**config.mk**
```make
export PLATFORM = sky130hd
export DESIGN_NAME = wsp_serial_slave
export DESIGN_NICKNAME = d
export VERILOG_FILES = /design/src/wsp_pkg.sv /design/src/wsp_serial_slave.sv
export SDC_FILE = /design/constraint.sdc
export NUM_CORES = 1
export LEC_CHECK = 0
export ABC_AREA = 1
export BUFFER_PORTS_ARGS = -buffer_cell sky130_fd_sc_hd__buf_2
export CAP_MARGIN = 10
export CORE_MARGIN = 4
export CORE_UTILIZATION = 45
export CTS_CLUSTER_SIZE = 20
export DETAILED_ROUTE_END_ITERATION = 12
export GPL_TIMING_DRIVEN = 0
export SYNTH_ARGS = -nofsm -noshare
export SYNTH_HDL_FRONTEND = slang
export SYNTH_SLANG_ARGS = --single-unit
```
**constraint.sdc**
```tcl
create_clock -name clk -period 3.55 [get_ports clk]
set_clock_uncertainty 0.1 [all_clocks]
set_input_delay 0.1775 -clock clk [delete_from_list [all_inputs] [get_ports clk]]
set_output_delay 0.1775 -clock clk [all_outputs]
set_load 0.005 [all_outputs]
```
**src/wsp_pkg.sv**
```systemverilog
// constants and types shared by the wiper serial slave port
package wsp_pkg;
	// width of the wiper setting and of one serial byte, then of the address and its fixed part
	localparam int             WIPER_W        = 8;
	localparam int             ADDR_W         = 7;
	localparam int             ADDR_FIXED_W   = 6;
	// value loaded at power-up and by the preset bit
	localparam logic [7:0]     MIDSCALE       = 8'h80;
	// code that sends the switch array to the b terminal in shutdown
	localparam logic [7:0]     SHUTDOWN_CODE  = 8'h00;
	// bit count at which a byte is complete
	localparam logic [3:0]     BYTE_BITS      = 4'h8;
	// instruction byte field positions
	localparam int             PRESET_POS     = 6;
	localparam int             SHUTDOWN_POS   = 5;
	// direction bit position in the address byte
	localparam int             DIR_POS        = 0;
	// synchroniser depth and lanes: scl, sda, address select
	localparam int             SYNC_STAGES    = 3;
	localparam int             SYNC_LANES     = 3;
	localparam int             LANE_SCL       = 0;
	localparam int             LANE_SDA       = 1;
	localparam int             LANE_ADSEL     = 2;

	// protocol phase of the slave
	typedef enum logic [2:0] {
		WSP_IDLE,
		WSP_ADDR,
		WSP_INSTR,
		WSP_WDATA,
		WSP_RDATA,
		WSP_RACK
	} wsp_state_t;
endpackage : wsp_pkg

```
**src/wsp_serial_slave.sv**
```systemverilog
// two-wire serial slave port with wiper register, preset and shutdown
//
// Operation
// - detect sda falling while scl high as start, then receive address
// - first byte is seven address bits then direction, msb first
// - lowest address bit comes from the address select pin
// - ack a matching address on ninth clock; otherwise stay idle, sda released
// - direction high means read, low means write
// - second write byte is instruction; its msb and five lsbs ignored
// - preset bit high loads midscale 0x80 into the wiper register
// - shutdown bit high opens terminal a and ties wiper to b
// - shutdown keeps register contents; leaving it reapplies stored value
// - new wiper values are still accepted and stored during shutdown
// - after instruction ack, next byte is data; each byte is nine clocks
// - sda changes only while scl low, except start and stop
// - read: wiper byte shifts out right after address ack
// - sda rising while scl high is stop; return to idle
// - every further write data byte loads the wiper register
// - wiper register may be read repeatedly in one transaction
// - devices answer only their own address, set by select pin
// - power-up loads the wiper register with midscale
`timescale 1ns/100ps
`default_nettype none
module wsp_serial_slave #(
	parameter logic [wsp_pkg::ADDR_FIXED_W-1:0] ADDR_FIXED = 6'h16
) (
	input  wire logic                        clk,
	input  wire logic                        resetn,
	input  wire logic                        scl_in,
	input  wire logic                        sda_in,
	output var  logic                        sda_out,
	output var  logic                        sda_oe,
	input  wire logic                        addr_select_pin,
	output var  logic [wsp_pkg::WIPER_W-1:0] wiper_setting_register,
	output var  logic                        shutdown_bit,
	output var  logic [wsp_pkg::WIPER_W-1:0] wiper_drive
);
	import wsp_pkg::*;

	// the shift register and decode below assume byte-wide wiper and address
	if (WIPER_W != 8 || ADDR_W != ADDR_FIXED_W + 1) begin : g_bad_width
		$error("wiper serial slave supports only an 8-bit wiper and 7-bit address");
	end

	logic [SYNC_LANES-1:0]      raw_in;
	logic [SYNC_STAGES-1:0]     sync [SYNC_LANES];
	logic                       filt [SYNC_LANES];
	logic                       scl_prev;
	logic                       sda_prev;
	wsp_state_t                 state;
	wsp_state_t                 after_ack;
	logic                       ack_phase;
	logic                       master_ack;
	logic [3:0]                 bit_cnt;
	logic [WIPER_W-1:0]         shreg;

	assign raw_in[LANE_SCL]   = scl_in;
	assign raw_in[LANE_SDA]   = sda_in;
	assign raw_in[LANE_ADSEL] = addr_select_pin;

	// three-stage sampling; a level counts once stages two and three agree
	for (genvar i = 0; i < SYNC_LANES; i++) begin : g_sync
		always_ff @(posedge clk or negedge resetn) begin
			if (!resetn) begin
				sync[i] <= '1;
				filt[i] <= 1'b1;
			end else begin
				sync[i] <= {sync[i][SYNC_STAGES-2:0], raw_in[i]};
				if (sync[i][1] == sync[i][2]) begin
					filt[i] <= sync[i][2];
				end
			end
		end
	end

	wire logic scl_f = filt[LANE_SCL];
	wire logic sda_f = filt[LANE_SDA];
	wire logic adsel = filt[LANE_ADSEL];

	// edge history of the filtered bus levels
	always_ff @(posedge clk or negedge resetn) begin
		if (!resetn) begin
			scl_prev <= 1'b1;
			sda_prev <= 1'b1;
		end else begin
			scl_prev <= scl_f;
			sda_prev <= sda_f;
		end
	end

	// bus events; start and stop only count with scl high on both samples
	wire logic scl_rise   = scl_f & ~scl_prev;
	wire logic scl_fall   = ~scl_f & scl_prev;
	wire logic start_cond = scl_f & scl_prev & sda_prev & ~sda_f;
	wire logic stop_cond  = scl_f & scl_prev & ~sda_prev & sda_f;

	// byte decode
	wire logic       byte_done  = (bit_cnt == BYTE_BITS);
	wire logic       receiving  = (state == WSP_ADDR) || (state == WSP_INSTR) || (state == WSP_WDATA);
	wire logic [6:0] own_addr   = {ADDR_FIXED, adsel};
	wire logic       addr_match = (shreg[WIPER_W-1:1] == own_addr);
	wire logic       dir_read   = shreg[DIR_POS];
	wire logic       preset_req = shreg[PRESET_POS];
	wire logic       shut_req   = shreg[SHUTDOWN_POS];
	wire logic       fall_end   = scl_fall && byte_done && !ack_phase;
	wire logic       addr_end   = fall_end && (state == WSP_ADDR);
	wire logic       instr_end  = fall_end && (state == WSP_INSTR);
	wire logic       wdata_end  = fall_end && (state == WSP_WDATA);
	wire logic       ack_end    = scl_fall && ack_phase;
	wire logic       rd_start   = ack_end && (after_ack == WSP_RDATA);
	wire logic       rd_again   = scl_fall && (state == WSP_RACK) && master_ack;

	// protocol sequencer; start and stop win over any clock edge
	always_ff @(posedge clk or negedge resetn) begin
		if (!resetn) begin
			state      <= WSP_IDLE;
			after_ack  <= WSP_IDLE;
			ack_phase  <= 1'b0;
			master_ack <= 1'b0;
			bit_cnt    <= 4'h0;
			shreg      <= 8'h00;
			sda_oe     <= 1'b0;
		end else if (start_cond) begin
			state     <= WSP_ADDR;
			ack_phase <= 1'b0;
			bit_cnt   <= 4'h0;
			sda_oe    <= 1'b0;
		end else if (stop_cond) begin
			state     <= WSP_IDLE;
			ack_phase <= 1'b0;
			sda_oe    <= 1'b0;
		end else if (scl_rise) begin
			// sample only while scl goes high, so data is taken when stable
			if (receiving && !ack_phase && !byte_done) begin
				shreg   <= {shreg[WIPER_W-2:0], sda_f};
				bit_cnt <= bit_cnt + 4'h1;
			end else if (state == WSP_RDATA && !byte_done) begin
				bit_cnt <= bit_cnt + 4'h1;
			end else if (state == WSP_RACK) begin
				master_ack <= ~sda_f;
			end
		end else if (scl_fall) begin
			// apart from start and stop, every drive change happens just after scl falls
			if (ack_phase) begin
				ack_phase <= 1'b0;
				bit_cnt   <= 4'h0;
				state     <= after_ack;
				if (after_ack == WSP_RDATA) begin
					shreg  <= wiper_setting_register;
					sda_oe <= ~wiper_setting_register[WIPER_W-1];
				end else begin
					sda_oe <= 1'b0;
				end
			end else if (addr_end) begin
				if (addr_match) begin
					ack_phase <= 1'b1;
					sda_oe    <= 1'b1;
					after_ack <= dir_read ? WSP_RDATA : WSP_INSTR;
				end else begin
					state <= WSP_IDLE;
				end
			end else if (instr_end || wdata_end) begin
				ack_phase <= 1'b1;
				sda_oe    <= 1'b1;
				after_ack <= WSP_WDATA;
			end else if (state == WSP_RDATA) begin
				if (byte_done) begin
					sda_oe <= 1'b0;
					state  <= WSP_RACK;
				end else begin
					sda_oe <= ~shreg[WIPER_W-2];
					shreg  <= {shreg[WIPER_W-2:0], 1'b0};
				end
			end else if (state == WSP_RACK) begin
				// a master ack asks for the same register once more
				bit_cnt <= 4'h0;
				if (master_ack) begin
					state  <= WSP_RDATA;
					shreg  <= wiper_setting_register;
					sda_oe <= ~wiper_setting_register[WIPER_W-1];
				end else begin
					state  <= WSP_IDLE;
					sda_oe <= 1'b0;
				end
			end
		end
	end

	// open drain: only a low is ever driven
	always_ff @(posedge clk or negedge resetn) begin
		if (!resetn) begin
			sda_out <= 1'b0;
		end else begin
			sda_out <= 1'b0;
		end
	end

	// shutdown updates at the end of the instruction byte, the wiper at the end of data bytes and on a preset
	always_ff @(posedge clk or negedge resetn) begin
		if (!resetn) begin
			wiper_setting_register <= MIDSCALE;
			shutdown_bit           <= 1'b0;
		end else if (instr_end) begin
			shutdown_bit <= shut_req;
			if (preset_req) begin
				wiper_setting_register <= MIDSCALE;
			end
		end else if (wdata_end) begin
			wiper_setting_register <= shreg;
		end
	end

	// switch array code; shutdown hides the register but never alters it
	wire logic [WIPER_W-1:0] next_wiper_drive = shutdown_bit ? SHUTDOWN_CODE : wiper_setting_register;
	always_ff @(posedge clk or negedge resetn) begin
		if (!resetn) begin
			wiper_drive <= MIDSCALE;
		end else begin
			wiper_drive <= next_wiper_drive;
		end
	end
endmodule : wsp_serial_slave
`default_nettype wire

```
==> metrics.txt <==
clk root buf clkbuf_8; largest net degree at the start of global routing 53; sequential cell area fraction in the yosys report 53.6%; slowest stage delay, CP 0.55 ns; Core Rows 26; Worst VDD drop 0.235 mV; PwrDens 395 nW/um^2; final WL 4750 um; slowest CP cell dfstp_2; clock slew at reported path FFs 0.10 ns; total negative slack 0 ns; highest routing layer actually used met4; area leader, netlist dfrtp_1; CTS tree yes; Main synth FF type dfrtp_1; initial antenna violation count 0; Horiz. Die Dim 82.0 um; CP most frequent cell nand2_1; Post-synth top cells nand2_1, dfrtp_1, inv_1; Area Growth Syn to Fin 14.2%; Fill cells 489; routed vias/inst 4.95; global router's overall resource usage 15.8%; CTS Buf Count 5; post-CTS sizing 0; vias in the first global route 1689; total number of vias 1887; crit path DAT 2.08 ns; Reg2Reg Setup Slack 1.56 ns; Slew Limit Fails 0; critical path launch point scl_prev; core area 5200 um^2; r2r startpoint scl_prev; critical path fanouts, max 7; Max Clock Freq 503 MHz; net count after synthesis 286; die height 82.0 um; R2R Path End after_ack[0]; Initial Utilization 47.3%; most frequent cell after synthesis nand2_1; first-pass GRT wire length 8180 um; n_diodes 0; Critical Path, Cell by Cell ha_1, inv_1, nor2_1, nand2_1, nor2_2, nand2_1, nand2_1, nand3_2, nand2_1, o21ai_1; grt total ovfl 0; critical setup path kind reg -> reg; wire per inst 12.5 um; # port buffers 22; Post-synth EDFFs 0; synthesized area 2460 um^2; met3 wire len 293 um; clock latency on the worst-skew pair 0.31 ns; Distinct cells, synth 35; Design Area, Final 2810 um^2; Num Clock Sinks 52; Starting DRT DRC Count 132; delay-heaviest family, CP simple AND/OR/NAND/NOR gates; Worst Reg-to-Reg Cells 10; Avg Inst Size Synth 8.93 um^2; Critical path buffers and inverters 1; post-synth top area share 36.6%; Nets 320; Post-DP HPWL 3450 um; max_cap viols 0; # setup viols final 0; ys async rst share 100%; top-level I/O count 24; Placer Congestion 0.891; fin crit share 56.0%; Syn Inst Count 276; CP required 3.64 ns; top cells by area, synth dfrtp_1, dfstp_2, nand2_1; Leak 0.00141 uW; yosys warns 0; crit start category register; die area 6720 um^2; worst hold margin 0.207 ns; WL met2 2080 um; Tmin final 1.99 ns; run status finished clean; CTS Buffer Depth 2; fraction of layout cells with a size suffix above 1 22.2%; ANT nets after route 0; #FFs+latches synth 52; RSZ-0062 raised after global routing false; Layout Utilization 54.0%; H-tree levels 2; Hold Crit Class in -> async; Hold Vio Cnt, Final 0; M1 wire length 2320 um; Setup crit end after_ack[0]; detailed-route DRC error count 0; drt pass-1 iters 4; Placed Area 2660 um^2; CP endpoint kind register; Levels on crit path 10
[power by group]
group	leakage (uW)	switching [uW]	internal, uW
Sequential	0.000670	22.0	623
Clock	0.0000485	198	141
Combinational	0.000688	83.7	43.2
[stage by stage]
stage | power, uW | worst slack (ns) | std cells
5_1_grt | 1180 | 1.39 | 381
6_report | 1110 | 1.56 | 381
3_5_place_dp | 777 | 1.64 | 368
3_3_place_gp | 777 | 1.63 | 368
2_1_floorplan | 738 | 1.90 | 276
4_1_cts | 1130 | 1.62 | 379
[worst min path at each step]
stage | from | endpoint | slack (ns)
floorplan | resetn | ack_phase | -0.22
global route | resetn | bit_cnt[2] | 0.26
global placement | addr_select_pin | sync[0] | 0.18
finish | resetn | wiper_drive[2] | 0.21
CTS | resetn | shreg[7] | 0.02
detailed placement | scl_in | sync[6] | 0.18
[cell type report]
type / count / area [um^2] / area share [%]
flip-flops and latches: 52 / 1320 / 47.0
multi-input cells: 183 / 970 / 34.5
repair buffers: 27 / 170 / 6.05
inverters: 36 / 135 / 4.80
well taps: 70 / 87.6 / 3.11
clock buffers: 5 / 68.8 / 2.45
plain buffers: 5 / 37.5 / 1.33
clock inverters: 3 / 22.5 / 0.801
[sequential cells by signal (all words and copies together), names as in the netlist, 3 cells and up]
name	cells
shreg	8
bit_cnt	4
sync	9
state	3
wiper_drive	8
wiper_setting_register	8
after_ack	3
[cell families (layout without fill, tap and decap cells)]
kind of cell	Yosys count	in the layout	share of synthesized area, %
fa+ha+maj	8	8	3.76
flops	52	52	53.6
other cells	1	1	0.152
compound gates	38	38	10.2
buf+inv	41	76	7.01
xor+xnor	1	1	0.356
simple gates	135	135	24.9
[layout by cell type (no fill, tap or decap), drive strengths merged, types with 4 or more instances in the layout]
cell type / n
a21oi: 5
inv: 37
o22ai: 5
nand2: 74
buf: 27
clkbuf: 6
dfstp: 16
ha: 5
nor2: 28
dfrtp: 36
nand4: 10
o21ai: 24
nand3: 20
dlygate4sd3: 4
[worst register-to-register path, stage by stage (launching register included)]
cell and delay (ns):
dfstp_2 0.55, ha_1 0.15, inv_1 0.05, nor2_1 0.17
nand2_1 0.11, nor2_2 0.22, nand2_1 0.14, nand2_1 0.10
nand3_2 0.13, nand2_1 0.09, o21ai_1 0.06
[metal layers]
metal / up-vias / GRT usage (%)
li1: 955 / -
met1: 876 / 22.9
met2: 49 / 23.6
met3: 7 / 3.73
met4: 0 / 4.49
met5: - / 0
[what timing repair did]
item | 4_1_cts | 5_1_grt
endpoints found under the hold margin | 3 | 14
endpoints found under the setup margin | 0 | 0
buffers inserted | 0 | 0
hold buffers | 3 | 1
Power figures use the tool's default switching activity.
